## src/inc/sps_consts.vh

```
// constants for the stack pointer and shadow register block
`ifndef SPS_CONSTS_VH
`define SPS_CONSTS_VH

// ----------------------------------------
// reset values and stack bounds
// ----------------------------------------
`define SPS_SP_RST 16'h0800
`define SPS_LIM_RST 16'h0000
`define SPS_STK_FLOOR 16'h0800
`define SPS_LIM_MARGIN 17'h0_0002
`define SPS_WORD_STEP 16'h0002
`define SPS_WORD_STEP17 17'h0_0002

// ----------------------------------------
// register offsets on the bus
// ----------------------------------------
`define SPS_OFS_SP 8'h00
`define SPS_OFS_LIM 8'h04
`define SPS_OFS_STAT 8'h08

// ----------------------------------------
// status register flag positions
// ----------------------------------------
`define SPS_BIT_C 0
`define SPS_BIT_Z 1
`define SPS_BIT_OVF 2
`define SPS_BIT_N 3
`define SPS_BIT_HC 8

// ----------------------------------------
// stack operation codes
// ----------------------------------------
`define SPS_OP_PUSH 3'h0
`define SPS_OP_POP 3'h1
`define SPS_OP_CALL 3'h2
`define SPS_OP_EXC 3'h3
`define SPS_OP_RET 3'h4

// ----------------------------------------
// bus encodings and the stack pointer register index
// ----------------------------------------
`define SPS_HSIZE_BYTE 3'h0
`define SPS_SP_INDEX 4'hf

`endif

```

## src/rtl/sps_core_regs.v

```verilog
// working registers, stack pointer, stack limit and shadow transfers
`timescale 1ns/1ps
`include "sps_consts.vh"

module sps_core_regs (
	// clock and reset
	input wire mclk,
	input wire reset,
	// ahb-lite slave
	input wire hsel,
	input wire [31:0] haddr,
	input wire [1:0] htrans,
	input wire hwrite,
	input wire [2:0] hsize,
	input wire hready,
	input wire [31:0] hwdata,
	output reg [31:0] hrdata,
	output reg hreadyout,
	output reg hresp,
	// working register access
	input wire wrEn,
	input wire wrByte,
	input wire [3:0] wrIdx,
	input wire [15:0] wrData,
	input wire [3:0] rdIdx,
	output reg [15:0] rdData_r,
	// pointer use and stack-relative address
	input wire ptrUse,
	input wire [3:0] ptrIdx,
	input wire eaUse,
	input wire [15:0] eaOffset,
	// shadow transfers
	input wire shadowSave,
	input wire shadowRestore,
	input wire [15:0] statusIn,
	output reg [15:0] flagsOut_r,
	output reg flagsLoad_r,
	// stack operations
	input wire opStart,
	input wire [2:0] opCode,
	input wire [15:0] opData,
	input wire [22:0] opPc,
	input wire [3:0] opDst,
	input wire [15:0] memRdData,
	output reg busy_r,
	output reg [15:0] memAddr_r,
	output reg [15:0] memWrData_r,
	output reg memWr_r,
	output reg memRd_r,
	output reg [22:0] retPc_r,
	output reg retValid_r,
	output reg [15:0] stackPtr_r,
	// requests to exception logic
	output reg trapReq_r,
	output reg resetReq_r
);

	// ----------------------------------------
	// local codes
	// ----------------------------------------
	localparam S_IDLE = 2'd0;
	localparam S_PUSH2 = 2'd1;
	localparam S_RDWAIT = 2'd2;
	localparam S_RDTAKE = 2'd3;

	localparam K_POP = 2'd0;
	localparam K_RETHI = 2'd1;
	localparam K_RETLO = 2'd2;

	localparam SEL_NONE = 2'd0;
	localparam SEL_SP = 2'd1;
	localparam SEL_LIM = 2'd2;
	localparam SEL_STAT = 2'd3;

	// ----------------------------------------
	// state
	// ----------------------------------------
	reg [15:0] wReg [0:14];
	reg [14:0] initFlag_r;
	reg [15:0] stackLim_r;
	reg chkEn_r;
	reg [1:0] state_r;
	reg [1:0] state_nxt;
	reg [1:0] kind_r;
	reg [1:0] kind_nxt;
	reg [15:0] hiWord_r;
	reg [15:0] hiWord_nxt;
	reg [6:0] retHi_r;
	reg [6:0] retHi_nxt;
	reg [3:0] popDst_r;
	reg [3:0] popDst_nxt;
	reg [15:0] memAddr_nxt;
	reg [15:0] memWrData_nxt;
	reg memWr_nxt;
	reg memRd_nxt;
	reg [22:0] retPc_nxt;
	reg retValid_nxt;
	reg [15:0] spSeq;
	reg spSeqWe;
	reg popWe;
	reg accValid;
	reg [15:0] accAddr;
	reg accWrap;
	reg ahbWrPh_r;
	reg ahbRdPh_r;
	reg [7:0] ahbAddr_r;
	reg [2:0] ahbSize_r;
	reg [31:0] ahbRdVal;
	integer i;

	wire [16:0] spPlus2;
	wire [15:0] spMinus2;
	wire spLow;
	wire [16:0] eaSum;
	wire eaWrap;
	wire seqTrap;
	wire eaTrap;
	wire [63:0] shW;
	wire [4:0] shFlags;
	wire [4:0] flagsPack;
	wire ahbTake;

	// ----------------------------------------
	// helpers
	// ----------------------------------------
	function [1:0] regSel;
		input [7:0] ofs;
		begin
			case (ofs)
				`SPS_OFS_SP: regSel = SEL_SP;
				`SPS_OFS_LIM: regSel = SEL_LIM;
				`SPS_OFS_STAT: regSel = SEL_STAT;
				default: regSel = SEL_NONE;
			endcase
		end
	endfunction

	assign spPlus2 = {1'b0, stackPtr_r} + `SPS_WORD_STEP17;
	assign spMinus2 = stackPtr_r - `SPS_WORD_STEP;
	assign spLow = stackPtr_r < `SPS_WORD_STEP;
	// wrap shows as carry for forward offsets, missing carry for negative ones
	assign eaSum = {1'b0, stackPtr_r} + {1'b0, eaOffset};
	assign eaWrap = eaOffset[15] ? ~eaSum[16] : eaSum[16];
	assign flagsPack = {statusIn[`SPS_BIT_HC], statusIn[`SPS_BIT_N],
		statusIn[`SPS_BIT_OVF], statusIn[`SPS_BIT_Z], statusIn[`SPS_BIT_C]};
	assign ahbTake = hsel & htrans[1] & hready;

	// ----------------------------------------
	// shadows and address checks
	// ----------------------------------------
	sps_shadow #(
		.NREG(4)
	) uShadow (
		.mclk(mclk),
		.reset(reset),
		.save(shadowSave),
		.wIn({wReg[3], wReg[2], wReg[1], wReg[0]}),
		.flagsIn(flagsPack),
		.shW(shW),
		.shFlags_r(shFlags)
	);

	sps_stack_chk uSeqChk (
		.addr(accAddr),
		.wrap(accWrap),
		.limit(stackLim_r),
		.chkEn(chkEn_r),
		.trap(seqTrap)
	);

	sps_stack_chk uEaChk (
		.addr(eaSum[15:0]),
		.wrap(eaWrap),
		.limit(stackLim_r),
		.chkEn(chkEn_r),
		.trap(eaTrap)
	);

	// ----------------------------------------
	// stack sequencer
	// ----------------------------------------
	always @* begin
		state_nxt = state_r;
		kind_nxt = kind_r;
		hiWord_nxt = hiWord_r;
		retHi_nxt = retHi_r;
		popDst_nxt = popDst_r;
		memAddr_nxt = memAddr_r;
		memWrData_nxt = memWrData_r;
		memWr_nxt = 1'b0;
		memRd_nxt = 1'b0;
		retPc_nxt = retPc_r;
		retValid_nxt = 1'b0;
		spSeq = stackPtr_r;
		spSeqWe = 1'b0;
		popWe = 1'b0;
		accValid = 1'b0;
		accAddr = stackPtr_r;
		accWrap = 1'b0;
		case (state_r)
			S_IDLE: begin
				if (opStart) begin
					if (opCode == `SPS_OP_POP || opCode == `SPS_OP_RET) begin
						// pre-decrement, then read
						accValid = 1'b1;
						accAddr = spMinus2;
						accWrap = spLow;
						memAddr_nxt = spMinus2;
						memRd_nxt = 1'b1;
						spSeq = spMinus2;
						spSeqWe = 1'b1;
						popDst_nxt = opDst;
						kind_nxt = (opCode == `SPS_OP_POP) ? K_POP : K_RETHI;
						state_nxt = S_RDWAIT;
					end else begin
						// write, then post-increment
						accValid = 1'b1;
						accWrap = spPlus2[16];
						memAddr_nxt = stackPtr_r;
						memWr_nxt = 1'b1;
						spSeq = spPlus2[15:0];
						spSeqWe = 1'b1;
						if (opCode == `SPS_OP_CALL) begin
							memWrData_nxt = opPc[15:0];
							hiWord_nxt = {8'h00, 1'b0, opPc[22:16]};
							state_nxt = S_PUSH2;
						end else if (opCode == `SPS_OP_EXC) begin
							memWrData_nxt = opPc[15:0];
							hiWord_nxt = {statusIn[7:0], 1'b0, opPc[22:16]};
							state_nxt = S_PUSH2;
						end else begin
							memWrData_nxt = opData;
						end
					end
				end
			end
			S_PUSH2: begin
				// second word of a program counter push
				accValid = 1'b1;
				accWrap = spPlus2[16];
				memAddr_nxt = stackPtr_r;
				memWrData_nxt = hiWord_r;
				memWr_nxt = 1'b1;
				spSeq = spPlus2[15:0];
				spSeqWe = 1'b1;
				state_nxt = S_IDLE;
			end
			S_RDWAIT: begin
				state_nxt = S_RDTAKE;
			end
			S_RDTAKE: begin
				if (kind_r == K_POP) begin
					popWe = 1'b1;
					state_nxt = S_IDLE;
				end else if (kind_r == K_RETHI) begin
					// high part first on the way back
					retHi_nxt = memRdData[6:0];
					accValid = 1'b1;
					accAddr = spMinus2;
					accWrap = spLow;
					memAddr_nxt = spMinus2;
					memRd_nxt = 1'b1;
					spSeq = spMinus2;
					spSeqWe = 1'b1;
					kind_nxt = K_RETLO;
					state_nxt = S_RDWAIT;
				end else begin
					retPc_nxt = {retHi_r, memRdData};
					retValid_nxt = 1'b1;
					state_nxt = S_IDLE;
				end
			end
			default: begin
				state_nxt = S_IDLE;
			end
		endcase
	end

	always @(posedge mclk or posedge reset) begin
		if (reset) begin
			state_r <= S_IDLE;
			kind_r <= K_POP;
			hiWord_r <= 16'h0000;
			retHi_r <= 7'h00;
			popDst_r <= 4'h0;
			memAddr_r <= 16'h0000;
			memWrData_r <= 16'h0000;
			memWr_r <= 1'b0;
			memRd_r <= 1'b0;
			retPc_r <= 23'h00_0000;
			retValid_r <= 1'b0;
			busy_r <= 1'b0;
		end else begin
			state_r <= state_nxt;
			kind_r <= kind_nxt;
			hiWord_r <= hiWord_nxt;
			retHi_r <= retHi_nxt;
			popDst_r <= popDst_nxt;
			memAddr_r <= memAddr_nxt;
			memWrData_r <= memWrData_nxt;
			memWr_r <= memWr_nxt;
			memRd_r <= memRd_nxt;
			retPc_r <= retPc_nxt;
			retValid_r <= retValid_nxt;
			busy_r <= state_nxt != S_IDLE;
		end
	end

	// ----------------------------------------
	// trap and reset requests
	// ----------------------------------------
	always @(posedge mclk or posedge reset) begin
		if (reset) begin
			trapReq_r <= 1'b0;
			resetReq_r <= 1'b0;
		end else begin
			trapReq_r <= (accValid & seqTrap) | (eaUse & eaTrap);
			resetReq_r <= ptrUse & (ptrIdx != `SPS_SP_INDEX)
				& ~initFlag_r[ptrIdx];
		end
	end

	// ----------------------------------------
	// working registers 0 to 14
	// ----------------------------------------
	always @(posedge mclk or posedge reset) begin
		if (reset) begin
			for (i = 0; i < 15; i = i + 1) begin
				wReg[i] <= 16'h0000;
			end
			initFlag_r <= 15'h0000;
		end else begin
			for (i = 0; i < 15; i = i + 1) begin
				if (shadowRestore && i < 4) begin
					wReg[i] <= shW[i*16 +: 16];
					initFlag_r[i] <= 1'b1;
				end else if (popWe && popDst_r == i[3:0]) begin
					wReg[i] <= memRdData;
					initFlag_r[i] <= 1'b1;
				end else if (wrEn && wrIdx == i[3:0]) begin
					if (wrByte) begin
						wReg[i] <= {wReg[i][15:8], wrData[7:0]};
					end else begin
						wReg[i] <= wrData;
						initFlag_r[i] <= 1'b1;
					end
				end
			end
		end
	end

	always @(posedge mclk or posedge reset) begin
		if (reset) begin
			rdData_r <= 16'h0000;
		end else if (rdIdx == `SPS_SP_INDEX) begin
			rdData_r <= stackPtr_r;
		end else begin
			rdData_r <= wReg[rdIdx];
		end
	end

	// ----------------------------------------
	// flag restore towards the status register
	// ----------------------------------------
	always @(posedge mclk or posedge reset) begin
		if (reset) begin
			flagsOut_r <= 16'h0000;
			flagsLoad_r <= 1'b0;
		end else begin
			flagsLoad_r <= shadowRestore;
			if (shadowRestore) begin
				flagsOut_r <= 16'h0000;
				flagsOut_r[`SPS_BIT_HC] <= shFlags[4];
				flagsOut_r[`SPS_BIT_N] <= shFlags[3];
				flagsOut_r[`SPS_BIT_OVF] <= shFlags[2];
				flagsOut_r[`SPS_BIT_Z] <= shFlags[1];
				flagsOut_r[`SPS_BIT_C] <= shFlags[0];
			end
		end
	end

	// ----------------------------------------
	// stack pointer and limit
	// ----------------------------------------
	always @(posedge mclk or posedge reset) begin
		if (reset) begin
			stackPtr_r <= `SPS_SP_RST;
		end else if (spSeqWe) begin
			stackPtr_r <= {spSeq[15:1], 1'b0};
		end else if (popWe && popDst_r == `SPS_SP_INDEX) begin
			stackPtr_r <= {memRdData[15:1], 1'b0};
		end else if (wrEn && wrIdx == `SPS_SP_INDEX) begin
			if (wrByte) begin
				stackPtr_r <= {stackPtr_r[15:8], wrData[7:1], 1'b0};
			end else begin
				stackPtr_r <= {wrData[15:1], 1'b0};
			end
		end else if (ahbWrPh_r && hready && regSel(ahbAddr_r) == SEL_SP) begin
			stackPtr_r <= {hwdata[15:1], 1'b0};
		end
	end

	always @(posedge mclk or posedge reset) begin
		if (reset) begin
			stackLim_r <= `SPS_LIM_RST;
			chkEn_r <= 1'b0;
		end else if (ahbWrPh_r && hready && regSel(ahbAddr_r) == SEL_LIM) begin
			if (ahbSize_r == `SPS_HSIZE_BYTE) begin
				stackLim_r <= {stackLim_r[15:8], hwdata[7:1], 1'b0};
			end else begin
				stackLim_r <= {hwdata[15:1], 1'b0};
				chkEn_r <= 1'b1;
			end
		end
	end

	// ----------------------------------------
	// ahb-lite slave
	// ----------------------------------------
	always @* begin
		case (regSel(ahbAddr_r))
			SEL_SP: ahbRdVal = {16'h0000, stackPtr_r};
			SEL_LIM: ahbRdVal = {16'h0000, stackLim_r};
			SEL_STAT: ahbRdVal = {16'h0000, chkEn_r, initFlag_r};
			// shadows have no bus address at all
			default: ahbRdVal = 32'h0000_0000;
		endcase
	end

	// reads take one wait state so a preceding write is visible
	always @(posedge mclk or posedge reset) begin
		if (reset) begin
			ahbWrPh_r <= 1'b0;
			ahbRdPh_r <= 1'b0;
			ahbAddr_r <= 8'h00;
			ahbSize_r <= `SPS_HSIZE_BYTE;
			hrdata <= 32'h0000_0000;
			hreadyout <= 1'b1;
			hresp <= 1'b0;
		end else begin
			hresp <= 1'b0;
			if (ahbRdPh_r) begin
				hrdata <= ahbRdVal;
				hreadyout <= 1'b1;
				ahbRdPh_r <= 1'b0;
			end else if (hready) begin
				ahbWrPh_r <= ahbTake & hwrite;
				ahbRdPh_r <= ahbTake & ~hwrite;
				hreadyout <= ~(ahbTake & ~hwrite);
				if (ahbTake) begin
					// nonzero upper address bits select nothing
					ahbAddr_r <= (haddr[31:8] == 24'h00_0000) ? haddr[7:0] : 8'hff;
					ahbSize_r <= hsize;
				end
			end
		end
	end

endmodule // sps_core_regs

```

## src/rtl/sps_shadow.v

```verilog
// one-level shadow copies of the low working registers and flags
`timescale 1ns/1ps
`include "sps_consts.vh"

module sps_shadow #(
	parameter NREG = 4
) (
	// clock and reset
	input wire mclk,
	input wire reset,
	// capture
	input wire save,
	input wire [NREG*16-1:0] wIn,
	input wire [4:0] flagsIn,
	// held copies
	output wire [NREG*16-1:0] shW,
	output reg [4:0] shFlags_r
);

	genvar g;
	generate
		for (g = 0; g < NREG; g = g + 1) begin : gShadow
			reg [15:0] sh_r;
			// a new save simply overwrites, no stacking
			always @(posedge mclk or posedge reset) begin
				if (reset) begin
					sh_r <= 16'h0000;
				end else if (save) begin
					sh_r <= wIn[g*16 +: 16];
				end
			end
			assign shW[g*16 +: 16] = sh_r;
		end
	endgenerate

	always @(posedge mclk or posedge reset) begin
		if (reset) begin
			shFlags_r <= 5'h00;
		end else if (save) begin
			shFlags_r <= flagsIn;
		end
	end

endmodule // sps_shadow

```

## src/rtl/sps_stack_chk.v

```verilog
// stack address checker: limit, wrap and floor
`timescale 1ns/1ps
`include "sps_consts.vh"

module sps_stack_chk (
	// address under test
	input wire [15:0] addr,
	input wire wrap,
	// limit state
	input wire [15:0] limit,
	input wire chkEn,
	// result
	output wire trap
);

	wire overLim;
	wire underFloor;

	// pointer two above the limit is still allowed
	assign overLim = {1'b0, addr} > ({1'b0, limit} + `SPS_LIM_MARGIN);
	assign underFloor = addr < `SPS_STK_FLOOR;
	assign trap = (chkEn & (wrap | overLim)) | underFloor;

endmodule // sps_stack_chk

```

## config.mk

```make
export PLATFORM = sky130hd
export DESIGN_NAME = sps_core_regs
export DESIGN_NICKNAME = d
export VERILOG_FILES = /design/src/rtl/sps_core_regs.v /design/src/rtl/sps_shadow.v /design/src/rtl/sps_stack_chk.v
export VERILOG_INCLUDE_DIRS = /design/src /design/src/inc
export SDC_FILE = /design/constraint.sdc
export NUM_CORES = 2
export LEC_CHECK = 0
export BUFFER_PORTS_ARGS = -buffer_cell sky130_fd_sc_hd__buf_4
export CAP_MARGIN = 15
export CELL_PAD_IN_SITES_DETAIL_PLACEMENT = 1
export CELL_PAD_IN_SITES_GLOBAL_PLACEMENT = 1
export CORE_UTILIZATION = 35
export CTS_BUF_LIST = sky130_fd_sc_hd__clkbuf_8
export CTS_CLUSTER_SIZE = 24
export DETAILED_ROUTE_END_ITERATION = 12
export PLACE_DENSITY_LB_ADDON = 0.1
export SLEW_MARGIN = 10
export SYNTH_ARGS = -nofsm -noshare
export SYNTH_HDL_FRONTEND = slang
export SYNTH_HIERARCHICAL = 1
export SYNTH_SLANG_ARGS = --single-unit
```

## constraint.sdc

```tcl
create_clock -name mclk -period 16.3 [get_ports mclk]
set_input_delay 0.815 -clock mclk [delete_from_list [all_inputs] [get_ports mclk]]
set_output_delay 0.815 -clock mclk [all_outputs]
set_load 0.02 [all_outputs]
```

; ---- After elaboration in Yosys (flattened, before gate mapping)
; Index checks and enable logic that the tools add are counted.
[classes]
n_reduce_logical = 92
mux = 144
eq_ne = 69
order_cmp = 7
n_addsub = 4
n_bitwise = 25
[op_table]
columns = cell, n
row1 = $mux W16, 58
row2 = $pmux W16 S3, 3
row3 = $eq A4 B4 Y1 const B, 17
row4 = $bmux W16 S4, 1
row5 = $pmux W16 S2, 2
row6 = $mux W1, 58
row7 = $logic_and A1 B1 Y1, 35
row8 = $add A16 B2 Y17 const B, 2
row9 = $gt A16 B17 Y1, 2
row10 = $reduce_and A2 Y1, 17
row11 = $eq A4 B3 Y1 const B, 8
row12 = $lt A16 B12 Y1 const B, 2
row13 = $reduce_bool A2 Y1, 16
row14 = $mux W2, 13
row15 = $logic_not A24 Y1, 1
row16 = $ne A2 B1 Y1 const B, 11
row17 = $reduce_and A3 Y1, 6
row18 = $add A16 B16 Y17, 1
row19 = $eq A4 B2 Y1 const B, 4
row20 = $lt A16 B2 Y1 const B, 1
row21 = $sub A16 B2 Y16 const B, 1
row22 = $reduce_bool A3 Y1, 5
row23 = $ne A3 B1 Y1 const B, 4
row24 = $reduce_and A4 Y1, 3
row25 = other kinds (32), 70
[word_totals]
regBits = 517
wordCells = 420
inputBits = 203

; ---- Longest topological paths before layout
[depth]
word_depth = 12
ltp_mapped = 20
ltp_nobuf = 18

; ---- Cells and area by module
; Netlist, hierarchy kept.
[by_module_without_submodules]
columns = mod, area_per_inst_um2, instances, cells_per_inst, seq_area_each_um2
row1 = sps_core_regs, 24647.4, 1, 2501, 10712.8
row2 = sps_shadow, 2607.5, 1, 147, 1726.7
row3 = sps_stack_chk (uSeqChk), 648.1, 1, 81, 0.0
row4 = sps_stack_chk (uEaChk), 606.8, 1, 80, 0.0

; ---- Least setup slack after synthesis
; OpenSTA, ideal clock, no wires.
[synth_timing]
path_kind = input to register
start = in eaOffset[1]
end = reg trapReq_r
stages = 17
t_arrival_ps = 3715
setup_slack_ps = 12464
setup_time_ps = 121
cell_sequence = ha_1 -> inv_1 -> fa_1 -> nor2b_1 -> o21ai_0 -> a21oi_1 -> o41ai_1 -> a211oi_1 -> mux2i_1 -> nand3_1 -> ha_1 -> and3_1 -> a221oi_1 -> o21ai_0 -> a21oi_1 -> o22ai_1 -> a22o_1
[synth_rtl]
columns = item, line_no
row1 = "start, declared", sps_core_regs.v:31  ; input wire [15:0] eaOffset,
row2 = $add A16 B16 Y17 *, sps_core_regs.v:142  ; assign eaSum = {1'b0, stackPtr_r} + {1'b0, eaOffset};
row3 = named net eaSum[15], sps_core_regs.v:114  ; wire [16:0] eaSum;
row4 = $gt A16 B17 Y1, sps_stack_chk.v:20  ; assign overLim = {1'b0, addr} > ({1'b0, limit} + `SPS_LIM_MARGIN);
row5 = $or A1 B1 Y1, sps_stack_chk.v:22  ; assign trap = (chkEn & (wrap | overLim)) | underFloor;
row6 = $and A1 B1 Y1, sps_stack_chk.v:22
row7 = $or A1 B1 Y1 *, sps_stack_chk.v:22
row8 = named net eaTrap, sps_core_regs.v:117  ; wire eaTrap;
row9 = $and A1 B1 Y1 *, sps_core_regs.v:317  ; trapReq_r <= (accValid & seqTrap) | (eaUse & eaTrap);
row10 = $or A1 B1 Y1 *, sps_core_regs.v:317
row11 = "end signal, assigned", sps_core_regs.v:317
row12 = "end, declared", sps_core_regs.v:54  ; output reg trapReq_r,
; The timed path passes the listed nets; every way through them passes the cells marked *.
; A chain may end at the register's enable or synchronous reset.

; ---- Worst setup path in the final report
[layout_timing]
start = reg stackPtr_r[2]
end = reg trapReq_r
[layout_between]
elab_chain_len = 10
[layout_lines]
columns = item, line_no
row1 = "start, declared", sps_core_regs.v:52  ; output reg [15:0] stackPtr_r,
row2 = "start signal, assigned", sps_core_regs.v:387  ; stackPtr_r <= `SPS_SP_RST;
row3 = "start signal, assigned", sps_core_regs.v:389  ; stackPtr_r <= {spSeq[15:1], 1'b0};
row4 = "start signal, assigned", sps_core_regs.v:391  ; stackPtr_r <= {memRdData[15:1], 1'b0};
row5 = $sub A16 B2 Y16 (no source line) *, --
row6 = "$mux W16, on equally long branches (2 in series)", --
row7 = $pmux W16 S2 *, sps_core_regs.v:200  ; case (state_r)
row8 = named net accAddr[15], sps_core_regs.v:102  ; reg [15:0] accAddr;
row9 = $gt A16 B17 Y1, sps_stack_chk.v:20
row10 = $or A1 B1 Y1, sps_stack_chk.v:22
row11 = $and A1 B1 Y1, sps_stack_chk.v:22
row12 = $or A1 B1 Y1 *, sps_stack_chk.v:22
row13 = named net seqTrap, sps_core_regs.v:116  ; wire seqTrap;
row14 = $and A1 B1 Y1 *, sps_core_regs.v:317
row15 = $or A1 B1 Y1 *, sps_core_regs.v:317
; Marks and branches as above.

==> impl_metrics.tcl <==
set metrics [dict create \
    cts_resized 0 \
    finalNonFillerCells 4162 \
    synth_ff_type "dfrtp_1" \
    first_global_vias 24943 \
    ir_drop_mv 0.0726 \
    dieArea_mm2 0.0826 \
    worst_pin_slew_ps 1210 \
    run_status "completed" \
    firstDrtPassIters 5 \
    seq_area_mm2 0.0124 \
    rows 104 \
    final_common_cell "dfrtp_1" \
    numCtsBuffers 94 \
    ant_nets 0 \
    min_period_over_period_pct 30.1 \
    die_height_um 287 \
    max_cap_violations 0 \
    synth_seq_area_share_pct 43.6 \
    pre_cts_slack_ps 11550 \
    via_count 23161 \
    pwr_density_cell_mw_per_mm2 159 \
    grt_antenna_before_repair 4 \
    max-slew-margin-rel_pct 19.2 \
    arrival_ps 5460 \
    grt_overflow 0 \
    die_w_um 287 \
    postCtsSetupBuffers 0 \
    drt_iter0_drc 1432 \
    stdcell_area_mm2 0.0335 \
    wl_per_cell_um 26.7 \
    grt_max_degree 143 \
    netlist_instances 2809 \
    via_per_inst 5.56 \
    wirelength_mm 111 \
    initial_core_util_pct 35.4 \
    path_clk_slew_ps 60 \
    rrSetupSlack_ps 11400 \
    fin_crit_ps 4900 \
    setup_viol_count_final 0 \
    finalNetCount 3282 \
    p_total_mw 5.31 \
    min_path_type "input pin to async pin" \
    drv_slew 0 \
    dpl-instance-area_mm2 0.0315 \
    yosys-top-cells-area "dfrtp_1 (43%), mux2i_1 (10%), mux2_2 (7.3%)" \
    ys_types 85 \
    clockBufferDepth 3 \
    cts.sinks 497 \
    fmax_mhz 204 \
    root_buffer "clkbuf_8" \
    most-common-layout-cells "dfrtp_1 (495), buf_4 (344), nand2_1 (301)" \
    detail_route.drc_violations 0 \
    yosys.area.top_type "dfrtp_1" \
    grt_use_total_pct 26.8 \
    multi_input_area_mm2 0.0149 \
    nFillCells 8965 \
    ys_warn_count 6 \
    holdWs_ps 263 \
    skew_ps 42.7 \
    finalHoldViolations 0 \
    setup_slack_ps 11400 \
    area_growth_pct 17.5 \
    fin_tns_setup_ps 0 \
    synth_top_area_share_pct 43.4 \
    ioPinCount 347 \
    core-area_mm2 0.0805 \
    final_layout_size_suffix_gt1_share_pct 25.8 \
    critical_path.max_fanout 9 \
    required_ps 16860 \
    netlist_area_mm2 0.0285 \
    end_kind "flip-flop" \
    start_kind "flip-flop" \
    place_hpwl_mm 76.6 \
    power_leakage_nw 14.5 \
    gp_congestion 0.916 \
    cts_tree "done" \
    htree_levels 3 \
    syn_avg_cell_area_um2 10.1 \
    postLayoutCoreUtil_pct 41.6 \
    io_buffers 291 \
    grt_first_pass_wirelength_mm 165 \
    ys_ff_latch 497 \
    clk_latency_ps 710 \
    rsz0062_at_grt "no" \
    synthArstFlopShare_pct 100 \
    holdBufCountCts 0 \
    dp_cells 3985 \
    crit_type "flip-flop to flip-flop" \
    synth_edf_count 0 \
]
-- cell families (layout without fill, tap and decap cells) --
group                    Yosys count  after routing  synth area share, %
XOR/XNOR                          53             53                 1.63
other                              1             38               0.0132
adder cells (fa/ha/maj)           57             57                 2.53
flip-flops                       497            497                 43.6
multiplexers                     553            553                 23.3
buffers and inverters            304            560                 4.70
AO/OA/AOI/OAI                    613            613                 12.5
AND/OR/NAND/NOR                  731            731                 11.7
-- power by group --
part / total, mW / internal (mW) / switching [mW] / leakage, nW
Sequential: 1.94 / 1.66 / 0.283 / 6.03
Clock: 1.29 / 0.712 / 0.574 / 1.15
Combinational: 2.08 / 0.866 / 1.21 / 7.36
Total: 5.31 / 3.24 / 2.07 / 14.5
-- layout make-up --
cell class	count	share of cell area [%]
Clock inverter	44	0.755
Timing Repair Buffer	346	7.81
Sequential cell	497	37.1
Multi-Input combinational cell	2040	44.6
Tap cell	1060	3.96
Inverter	43	0.504
Clock buffer	127	5.22
Antenna cell	5	0.0374
-- worst max-delay path: stages, from the launching register on --
cell and delay, ps:
dfrtp_1 380, inv_1 500, ha_1 520, nor3b_1 710, nand2_1 240, or3_1 510, o21ai_0 180, nand3_1 100
nand2_1 110, o31ai_1 140, ha_1 340, nand3_1 120, nor3_1 290, nand4b_1 140, a31oi_1 180, a31oi_1 60
a22o_1 230
-- state kept, by name, indices dropped and copies added (netlist names), 2 cells and up --
| signal | flops |
|---|---|
| flagsOut_r | 5 |
| state_r | 2 |
| initFlag_r | 15 |
| uShadow/gShadow.sh_r | 64 |
| wReg | 240 |
| retPc_r | 23 |
| ahbSize_r | 3 |
| hrdata | 16 |
| memAddr_r | 15 |
| kind_r | 2 |
| stackPtr_r | 15 |
| memWrData_r | 16 |
| retHi_r | 7 |
| uShadow/shFlags_r | 5 |
| popDst_r | 4 |
| ahbAddr_r | 8 |
| rdData_r | 16 |
| stackLim_r | 15 |
| hiWord_r | 15 |
-- Yosys cell counts, types with 27 or more instances --
cell        n
a21oi_1   178
buf_2      32
buf_4      33
clkbuf_1  171
dfrtp_1   495
ha_1       56
inv_1      43
mux2_2    186
mux2i_1   291
mux4_2     66
nand2_1   301
nand3_1    37
nor2_1    202
nor3_1     42
o21ai_0   268
o22ai_1    27
xor2_1     27
-- final timing paths --
| path | from | to | cells after the start |
|---|---|---|---|
| min in group mclk | hwrite | ahbRdPh_r | 2 |
| max in group asynchronous | reset | stackPtr_r[13] | 4 |
| hold / removal | reset | wReg[193] | 2 |
| setup / recovery | stackPtr_r[2] | trapReq_r | 16 |
| hold reg to reg | retHi_r[0] | retHi_r[0] | 2 |
| setup reg to reg | stackPtr_r[2] | trapReq_r | 16 |
-- metal layers --
metal | vias to the layer above | track usage, % | share of wire [%]
li1 | 10447 | - | -
met1 | 12008 | 33.8 | 42
met2 | 538 | 46.9 | 50
met3 | 166 | 4.02 | 4.2
met4 | 2 | 8.70 | 3.0
met5 | - | 0 | 0.011
No activity file was read; power rests on OpenSTA's default activity.
